--- src/hw/rst_ctl_defines.vh ---
// Offsets, fields, reset values and timing counts of the reset controller
`ifndef RST_CTL_DEFINES_VH
`define RST_CTL_DEFINES_VH

// System clock rate in MHz
`define CLK_MHZ 250

// Brown-out must persist this long before it resets
`define BO_FILTER_NS 1000
// Least time, so round up to whole cycles
`define BO_FILTER_CYC ((`BO_FILTER_NS * `CLK_MHZ + 999) / 1000)

// Delay from an undefined threshold code to its reset
`define BAD_CODE_DELAY_NS 2000
`define BAD_CODE_CYC ((`BAD_CODE_DELAY_NS * `CLK_MHZ + 999) / 1000)

// Reset hold after the request drops, in cycles; shortest pulse is one more
`define RST_HOLD_CYC 4

// Register byte offsets
`define OFS_THRESH 5'h00
`define OFS_CAUSE 5'h04
`define OFS_STATUS 5'h08
`define OFS_IRQ_ST 5'h0C
`define OFS_IRQ_MASK 5'h10

// Threshold select: power-on value, fixed low-voltage level
`define THRESH_POR 8'h66
// The other four defined codes
`define THRESH_CODE_A 8'h55
`define THRESH_CODE_B 8'h33
`define THRESH_CODE_C 8'h99
`define THRESH_CODE_D 8'hAA

// Reset cause flag bit positions
`define CAUSE_BAD_BIT 1
`define CAUSE_BO_BIT 2

// Core status bit positions
`define STAT_TO_BIT 0
`define STAT_PDF_BIT 1

// Interrupt event bit positions
`define IRQ_BO_BIT 0
`define IRQ_BAD_BIT 1
`define IRQ_WDT_BIT 2
`define IRQ_EXT_BIT 3

// Operating modes
`define MODE_FAST 2'h0
`define MODE_SLOW 2'h1
`define MODE_IDLE 2'h2
`define MODE_SLEEP 2'h3

`endif

--- src/hw/persist_timer.v ---
// Fires once when a condition has held for a set number of cycles
`timescale 1ns/1ps
module persist_timer #(
  parameter CYCLES = 16
) (
  input wire sys_clk,
  input wire rst_b,
  input wire clk_en,
  input wire active,
  output reg fire
);
  // Cycles the condition has held so far
  reg [12:0] held;

  // Any gap restarts the count, so glitches never fire
  always @(posedge sys_clk) begin
    if (!rst_b) begin
      held <= 13'h0000;
      fire <= 1'b0;
    end else if (clk_en) begin
      fire <= 1'b0;
      if (!active) begin
        held <= 13'h0000;
      end else if (held < CYCLES[12:0]) begin
        held <= held + 13'h0001;
        // One pulse at the end of the wait
        if (held == CYCLES[12:0] - 13'h0001) begin
          fire <= 1'b1;
        end
      end
    end
  end
endmodule // persist_timer

--- src/hw/reset_cause_and_brownout_control.v ---
// Reset cause flags, brown-out and threshold-code reset control
//
// Operation
// - Persistent brown-out resets; threshold register kept
// - Undefined code resets after delay, register restored
// - Brown-out flag bit 2, cleared by zero write
// - Bad-code flag bit 1, cleared by zero write
// - Running watchdog time-out: reset, timeout flag set
// - Idle/sleep time-out: PC/SP only, both flags
// - Power-on clears flags; pin/brown-out keep them
// - Power-on gives full core reset sequence
// - Threshold powers up 0x66, fixed low level
// - No brown-out detection in idle or sleep
`timescale 1ns/1ps
`include "rst_ctl_defines.vh"
module reset_cause_and_brownout_control (
  input wire sys_clk,
  input wire rst_b,
  input wire clk_en,
  // Avalon-MM slave, byte address
  input wire [4:0] avs_address,
  input wire avs_read,
  input wire avs_write,
  input wire [31:0] avs_writedata,
  input wire [3:0] avs_byteenable,
  output reg [31:0] avs_readdata,
  output reg avs_waitrequest,
  // Supply comparator: high while supply is below threshold
  input wire supply_low,
  // External reset pin, active low
  input wire external_reset_pin_b,
  // One-cycle watchdog overflow
  input wire wdt_timeout,
  // Core operating mode
  input wire [1:0] cpu_mode,
  // Core enters halt / clears the watchdog
  input wire halt_cmd,
  input wire clr_wdt_cmd,
  // Full reset to core: PC, interrupts, WDT, ports, SP
  output wire sys_reset,
  // Reduced reset: program counter and stack pointer only
  output wire pc_sp_reset,
  // Comparator enable and selected code
  output reg brownout_detect_en,
  output reg [7:0] threshold_select_code,
  // Core status flags
  output reg watchdog_timeout_flag,
  output reg powerdown_flag,
  // Level interrupt
  output reg irq
);

  // True for the five defined threshold codes
  function code_ok;
    input [7:0] c;
    begin
      code_ok = (c == `THRESH_POR) || (c == `THRESH_CODE_A) ||
        (c == `THRESH_CODE_B) || (c == `THRESH_CODE_C) ||
        (c == `THRESH_CODE_D);
    end
  endfunction

  // Byte lane 0 of a 32-bit write
  function [7:0] lane0;
    input [31:0] d;
    input [3:0] be;
    input [7:0] old;
    begin
      lane0 = be[0] ? d[7:0] : old;
    end
  endfunction

  // Accepted write to the register at one offset
  function wr_hit;
    input go;
    input [4:0] a;
    input be0;
    input [4:0] ofs;
    begin
      wr_hit = go && be0 && (a == ofs);
    end
  endfunction

  // Threshold select register
  reg [7:0] brownout_threshold_select;
  // Reset cause flags, bits 2 and 1 used
  reg brownout_event_flag;
  reg bad_threshold_code_flag;
  // Interrupt status and mask
  reg [3:0] irq_status;
  reg [3:0] irq_mask;
  // Previous pin level for edge detection
  reg ext_pin_q;
  // Read data staged for the answer cycle
  reg [31:0] rd_mux;

  // Timer outputs
  wire bo_fire;
  wire bad_fire;
  // Decoded bus write, taken at the answer edge, and internal conditions
  wire wr_go;
  wire low_power;
  wire code_valid;
  wire wdt_full;
  wire wdt_light;
  wire ext_event;
  wire full_req;
  wire [3:0] irq_events;
  wire [7:0] wbyte;
  // Write strobes, one per writable register
  wire wr_thresh;
  wire wr_cause;
  wire wr_irq_st;
  wire wr_irq_mask;

  assign wr_go = avs_write && !avs_waitrequest;
  assign wbyte = lane0(avs_writedata, avs_byteenable, 8'h00);
  // Lane 0 must be enabled, or the write is dropped
  assign wr_thresh = wr_hit(wr_go, avs_address, avs_byteenable[0],
    `OFS_THRESH);
  assign wr_cause = wr_hit(wr_go, avs_address, avs_byteenable[0],
    `OFS_CAUSE);
  assign wr_irq_st = wr_hit(wr_go, avs_address, avs_byteenable[0],
    `OFS_IRQ_ST);
  assign wr_irq_mask = wr_hit(wr_go, avs_address, avs_byteenable[0],
    `OFS_IRQ_MASK);
  assign low_power = cpu_mode[1];
  assign code_valid = code_ok(brownout_threshold_select);
  // Time-out splits by mode
  assign wdt_full = wdt_timeout && !low_power;
  assign wdt_light = wdt_timeout && low_power;
  assign ext_event = ext_pin_q && !external_reset_pin_b;

  // Every source of a full reset; pin is a held level
  assign full_req = bo_fire || bad_fire || wdt_full ||
    !external_reset_pin_b;

  // Event bits for the interrupt status
  assign irq_events = {ext_event, wdt_timeout, bad_fire, bo_fire};

  // Brown-out must persist; comparator gated off in low power
  persist_timer #(
    .CYCLES(`BO_FILTER_CYC)
  ) u_bo_filter (
    .sys_clk(sys_clk),
    .rst_b(rst_b),
    .clk_en(clk_en),
    .active(supply_low && brownout_detect_en),
    .fire(bo_fire)
  );

  // Undefined code waits out its delay before reset
  persist_timer #(
    .CYCLES(`BAD_CODE_CYC)
  ) u_bad_code (
    .sys_clk(sys_clk),
    .rst_b(rst_b),
    .clk_en(clk_en),
    .active(!code_valid),
    .fire(bad_fire)
  );

  // Full reset, high from power-on until the hold count runs out
  reset_stretch #(
    .HOLD(`RST_HOLD_CYC),
    .POR_ON(1)
  ) u_full_rst (
    .sys_clk(sys_clk),
    .rst_b(rst_b),
    .clk_en(clk_en),
    .req(full_req),
    .rst_out(sys_reset)
  );

  // Reduced reset for time-out in idle or sleep
  reset_stretch #(
    .HOLD(`RST_HOLD_CYC),
    .POR_ON(0)
  ) u_light_rst (
    .sys_clk(sys_clk),
    .rst_b(rst_b),
    .clk_en(clk_en),
    .req(wdt_light),
    .rst_out(pc_sp_reset)
  );

  // Threshold register; the bad-code restore beats a write
  always @(posedge sys_clk) begin
    if (!rst_b) begin
      brownout_threshold_select <= `THRESH_POR;
    end else if (clk_en) begin
      if (bad_fire) begin
        brownout_threshold_select <= `THRESH_POR;
      end else if (wr_thresh) begin
        brownout_threshold_select <= wbyte;
      end
      // A brown-out reset leaves the code alone
    end
  end

  // Comparator controls, registered towards the analog side
  always @(posedge sys_clk) begin
    if (!rst_b) begin
      brownout_detect_en <= 1'b0;
      threshold_select_code <= `THRESH_POR;
    end else if (clk_en) begin
      // Off in idle and sleep, and for an undefined code
      brownout_detect_en <= code_valid && !low_power;
      threshold_select_code <= brownout_threshold_select;
    end
  end

  // Cause flags: hardware set wins over a software clear
  always @(posedge sys_clk) begin
    if (!rst_b) begin
      brownout_event_flag <= 1'b0;
      bad_threshold_code_flag <= 1'b0;
    end else if (clk_en) begin
      if (bo_fire) begin
        brownout_event_flag <= 1'b1;
      end else if (wr_cause && !wbyte[`CAUSE_BO_BIT]) begin
        // Only a zero clears; a one is ignored
        brownout_event_flag <= 1'b0;
      end
      if (bad_fire) begin
        bad_threshold_code_flag <= 1'b1;
      end else if (wr_cause && !wbyte[`CAUSE_BAD_BIT]) begin
        bad_threshold_code_flag <= 1'b0;
      end
    end
  end

  // Core status flags; reset events beat core commands
  always @(posedge sys_clk) begin
    if (!rst_b) begin
      // Power-on clears both
      watchdog_timeout_flag <= 1'b0;
      powerdown_flag <= 1'b0;
    end else if (clk_en) begin
      if (wdt_light) begin
        watchdog_timeout_flag <= 1'b1;
        powerdown_flag <= 1'b1;
      end else if (wdt_full) begin
        // Powerdown flag left as it was
        watchdog_timeout_flag <= 1'b1;
      end else if (clr_wdt_cmd) begin
        watchdog_timeout_flag <= 1'b0;
        powerdown_flag <= 1'b0;
      end else if (halt_cmd) begin
        watchdog_timeout_flag <= 1'b0;
        powerdown_flag <= 1'b1;
      end
      // Pin and brown-out resets touch neither flag
    end
  end

  // Pin level history for the interrupt edge
  always @(posedge sys_clk) begin
    if (!rst_b) begin
      ext_pin_q <= 1'b1;
    end else if (clk_en) begin
      ext_pin_q <= external_reset_pin_b;
    end
  end

  // Sticky interrupt status, write one to clear, set wins
  always @(posedge sys_clk) begin
    if (!rst_b) begin
      irq_status <= 4'h0;
    end else if (clk_en) begin
      if (wr_irq_st) begin
        irq_status <= (irq_status & ~wbyte[3:0]) | irq_events;
      end else begin
        irq_status <= irq_status | irq_events;
      end
    end
  end

  // Interrupt mask
  always @(posedge sys_clk) begin
    if (!rst_b) begin
      irq_mask <= 4'h0;
    end else if (clk_en) begin
      if (wr_irq_mask) begin
        irq_mask <= wbyte[3:0];
      end
    end
  end

  // Interrupt output lags the status by one cycle
  always @(posedge sys_clk) begin
    if (!rst_b) begin
      irq <= 1'b0;
    end else if (clk_en) begin
      irq <= |(irq_status & irq_mask);
    end
  end

  // Read data selection; unmapped offsets read zero
  always @* begin
    rd_mux = 32'h00000000;
    case (avs_address)
      `OFS_THRESH: begin
        rd_mux[7:0] = brownout_threshold_select;
      end
      `OFS_CAUSE: begin
        rd_mux[`CAUSE_BO_BIT] = brownout_event_flag;
        rd_mux[`CAUSE_BAD_BIT] = bad_threshold_code_flag;
      end
      `OFS_STATUS: begin
        rd_mux[`STAT_TO_BIT] = watchdog_timeout_flag;
        rd_mux[`STAT_PDF_BIT] = powerdown_flag;
      end
      `OFS_IRQ_ST: begin
        rd_mux[3:0] = irq_status;
      end
      `OFS_IRQ_MASK: begin
        rd_mux[3:0] = irq_mask;
      end
      default: begin
        rd_mux = 32'h00000000;
      end
    endcase
  end

  // Bus handshake: one wait cycle, then answer for one cycle
  // Holding waitrequest high by default keeps the master
  // from seeing a stale answer on back-to-back requests
  always @(posedge sys_clk) begin
    if (!rst_b) begin
      avs_waitrequest <= 1'b1;
      avs_readdata <= 32'h00000000;
    end else if (clk_en) begin
      if ((avs_read || avs_write) && avs_waitrequest) begin
        avs_waitrequest <= 1'b0;
        avs_readdata <= avs_read ? rd_mux : 32'h00000000;
      end else begin
        avs_waitrequest <= 1'b1;
      end
    end
  end

  // Power-on full reset comes from the stretcher's reset value
  // and covers PC, interrupts, WDT, ports and SP in the core
  // Both reset outputs are flops on sys_clk only

endmodule // reset_cause_and_brownout_control

--- src/hw/reset_stretch.v ---
// Stretches a reset request into a pulse of a least length
`timescale 1ns/1ps
module reset_stretch #(
  parameter HOLD = 4,
  parameter POR_ON = 1
) (
  input wire sys_clk,
  input wire rst_b,
  input wire clk_en,
  input wire req,
  output reg rst_out
);
  // Cycles still to hold after the request drops
  reg [3:0] left;

  // Level requests keep it high; short ones still get HOLD cycles
  always @(posedge sys_clk) begin
    if (!rst_b) begin
      left <= POR_ON ? HOLD[3:0] : 4'h0;
      rst_out <= POR_ON ? 1'b1 : 1'b0;
    end else if (clk_en) begin
      if (req) begin
        left <= HOLD[3:0];
        rst_out <= 1'b1;
      end else if (left != 4'h0) begin
        left <= left - 4'h1;
        rst_out <= 1'b1;
      end else begin
        rst_out <= 1'b0;
      end
    end
  end
endmodule // reset_stretch

--- config.mk ---
export PLATFORM = sky130hd
export DESIGN_NAME = reset_cause_and_brownout_control
export DESIGN_NICKNAME = d
export VERILOG_FILES = /design/src/hw/persist_timer.v /design/src/hw/reset_cause_and_brownout_control.v /design/src/hw/reset_stretch.v
export VERILOG_INCLUDE_DIRS = /design/src /design/src/hw
export SDC_FILE = /design/constraint.sdc
export NUM_CORES = 1
export LEC_CHECK = 0
export BUFFER_PORTS_ARGS = -buffer_cell sky130_fd_sc_hd__buf_2
export CORE_AREA = 8 8 115 117
export CTS_CLUSTER_DIAMETER = 60
export DETAILED_ROUTE_END_ITERATION = 6
export DIE_AREA = 0 0 123 125
export GPL_ROUTABILITY_DRIVEN = 0
export PLACE_DENSITY = 0.56
export SLEW_MARGIN = 15
export SYNTH_ARGS = -nofsm -noshare
export SYNTH_HDL_FRONTEND = slang
export SYNTH_HIERARCHICAL = 1
export SYNTH_SLANG_ARGS = --single-unit
export TNS_END_PERCENT = 100
--- constraint.sdc ---
create_clock -name sys_clk -period 5.1 [get_ports sys_clk]
set_clock_uncertainty 0.2 [all_clocks]
set_input_delay 1.02 -clock sys_clk [delete_from_list [all_inputs] [get_ports sys_clk]]
set_output_delay 1.02 -clock sys_clk [all_outputs]
set_load 0.1 [all_outputs]
==> impl_metrics.toml <==
[final_layout]
fill_cells = 1210
num_antenna_cells = 0
layout.cells.non_filler = 633
final_common_cell = "dfxtp_1"
area_delta_synth_final_pct = 14.8
final_cell_mix = "dfxtp_1, buf_2, nand2_1"
layout-drive-gt1-share = 0.175
nets = 541

[die]
die_y_um = 125
core_area_mm2 = 0.0116
ios = 100
dieArea_mm2 = 0.0154
start_util = 0.336
chipWidth_um = 123
rows = 40

[global_routing]
grt_most_used_layer = "met2"
use_met1 = 0.161
antenna_found_initial = 0
grt_pass1_vias = 3193
grt_use_met3 = 0.0315
grtUsageMet2 = 0.207
grt_usage = 0.127
grt_pass1_wl_um = 15800
grt.overflow.total = 0
grt_max_degree = 26

[worst_setup_path]
crit_family = "buffers and inverters"
cp.required_ns = 5.16
cp.depth = 6
reg2reg_depth = 8
crit_type = "input pin to register"
crit_arrival_ns = 2.88
cp_cell_sequence = "buf_2 > buf_4 > nand3_1 > a2111o_1 > or3_1 > a21oi_1"
critical_path.max_stage_delay_ns = 0.42
cp_slowest_cell = "buf_2"
crit_fanout = 25
crit_path_start_kind = "input pin"
cp-end-kind = "register"
worst-path-buf-inv = 2

[synthesis]
ys_seq_elements = 78
synth_top_cell_by_area = "dfxtp_1"
yosys_warnings = 6
async_flop_share = 0
synth_edf_count = 0
syn_area_mm2 = 0.00390
synth_cells = 435
yosysSeqAreaShare = 0.400
synthTopCellsByArea = "dfxtp_1, buf_4, mux2i_1"
ys_types = 76
synth_top_area_share = 0.400
synth_area_per_cell_um2 = 8.97
synth_top_flop_cell = "dfxtp_1"

[min_path]
hold_depth = 2
hold_class = "register to register"

[clock_tree]
root_buffer = "clkbuf_16"
cts.sinks = 78
cts.repair.resized = 0
numCtsBuffers = 9
clkSlewWorstSetupHoldPaths_ns = 0.06
h-tree-depth = 3
cts_setup_buffers = 0
clk_latency_ns = 0.33
cts_tree = "yes"
hold_buffers = 0
clock_path_buffers = 2

[detailed_routing]
first_pass_iters = 5
drt_iter0_markers = 148
wl_um = 9710
routedWlPerCell_um = 15.3
vias_per_cell = 5.23
antenna_left = 0
vias = 3312
post-route-drc-count = 0

[timing]
worstMarginPinSlew_ns = 0.829
tns_ns = 0
setup_viol = 0
period_minus_slack_ns = 2.82
slew_headroom = 0.446
rsz0062_at_grt = "false"
hold_viol = 0
hold_ws_ns = 0.265
period_share = 0.553
fmax_ghz = 0.355
setup_slack_ns = 2.28
slew_viol_final = 0

[place]
dp_slack_ns = 1.93
placed_cells = 617
portBuffers = 47
dp_hpwl_um = 7190

[pwr]
leakagePower_nw = 1.77
powerDensity_mw_per_mm2 = 346
finalPower_w = 0.00155
ir_drop_uv = 179

[outcome]
status = "finished, final reports clean"

[job]
max-cap-violations = 0
==> cell usage after synthesis (all sizes together), types with 3 or more instances <==
| cell type | count |
|---|---|
| a21oi | 24 |
| a22oi | 6 |
| a2bb2oi | 4 |
| a31oi | 7 |
| and2 | 12 |
| and3 | 7 |
| and4b | 3 |
| buf | 31 |
| clkbuf | 6 |
| dfxtp | 78 |
| ha | 7 |
| inv | 20 |
| mux2 | 4 |
| mux2i | 16 |
| nand2 | 41 |
| nand2b | 5 |
| nand3 | 27 |
| nand4 | 9 |
| nor2 | 25 |
| nor2b | 5 |
| nor3 | 10 |
| nor4 | 4 |
| o211ai | 6 |
| o21a | 6 |
| o21ai | 16 |
| o31ai | 4 |
| or3 | 4 |
| or4 | 3 |
==> per-layer routing <==
metal,up-vias,wire length [µm]
li1,1645,-
met1,1601,4590
met2,58,4650
met3,8,392
met4,0,73
met5,-,0
==> logic make-up after synthesis <==
family	after synthesis	share of synthesized area
xor gates and xnor gates	2	0.00449
muxes	20	0.0526
other	1	0.000962
and+or+nand+nor	168	0.251
adders and majority gates	7	0.0225
AOI/OAI and AO/OA	102	0.186
DFF	78	0.400
buffers and inverters	57	0.0821
==> worst min-delay path: cells and delay by family (launching register included) <==
family | cells | cell delay [ns]
flip-flops | 1 | 0.32
AND/OR/NAND/NOR | 2 | 0.11
==> flip-flops by register name, indices dropped and copies added (netlist names), 4 cells and up <==
name and cells:
avs_readdata 8, brownout_threshold_select 8, irq_mask 4, irq_status 4, threshold_select_code 8, u_bad_code/held 13
u_bo_filter/held 13, u_full_rst/left 4, u_light_rst/left 4
==> stage by stage <==
stage / util / cell area [µm²]
floorplan: - / 3990
global placement: 0.360 / 4180
detailed placement: 0.360 / 4180
CTS: 0.386 / 4480
global route: 0.386 / 4480
finish: 0.386 / 4480
==> power breakdown <==
part / switching [W] / total (W) / internal (W)
Combinational: 0.000194 / 0.000259 / 0.0000655
Clock: 0.000241 / 0.000646 / 0.000405
Sequential: 0.0000178 / 0.000646 / 0.000628
==> final cells by class <==
class | count | area [µm²] | area share
multi-input combinational | 323 | 2100 | 0.470
inverter | 20 | 75.1 | 0.0168
tap | 147 | 184 | 0.0411
timing repair buffer | 49 | 250 | 0.0559
clock inverter | 3 | 42.5 | 0.00950
sequential | 78 | 1560 | 0.349
clock buffer | 13 | 260 | 0.0581
==> worst paths after layout <==
| kind | from | endpoint | slack (ns) |
|---|---|---|---|
| worst min-delay path | u_full_rst/rst_out | u_full_rst/rst_out | 0.26 |
| worst min register to register | u_full_rst/rst_out | u_full_rst/rst_out | 0.26 |
| worst max register to register | brownout_threshold_select[0] | u_bad_code/held[5] | 2.31 |
| worst max-delay path | clk_en | u_bad_code/held[7] | 2.28 |
No activity file was read; power rests on OpenSTA's default activity.
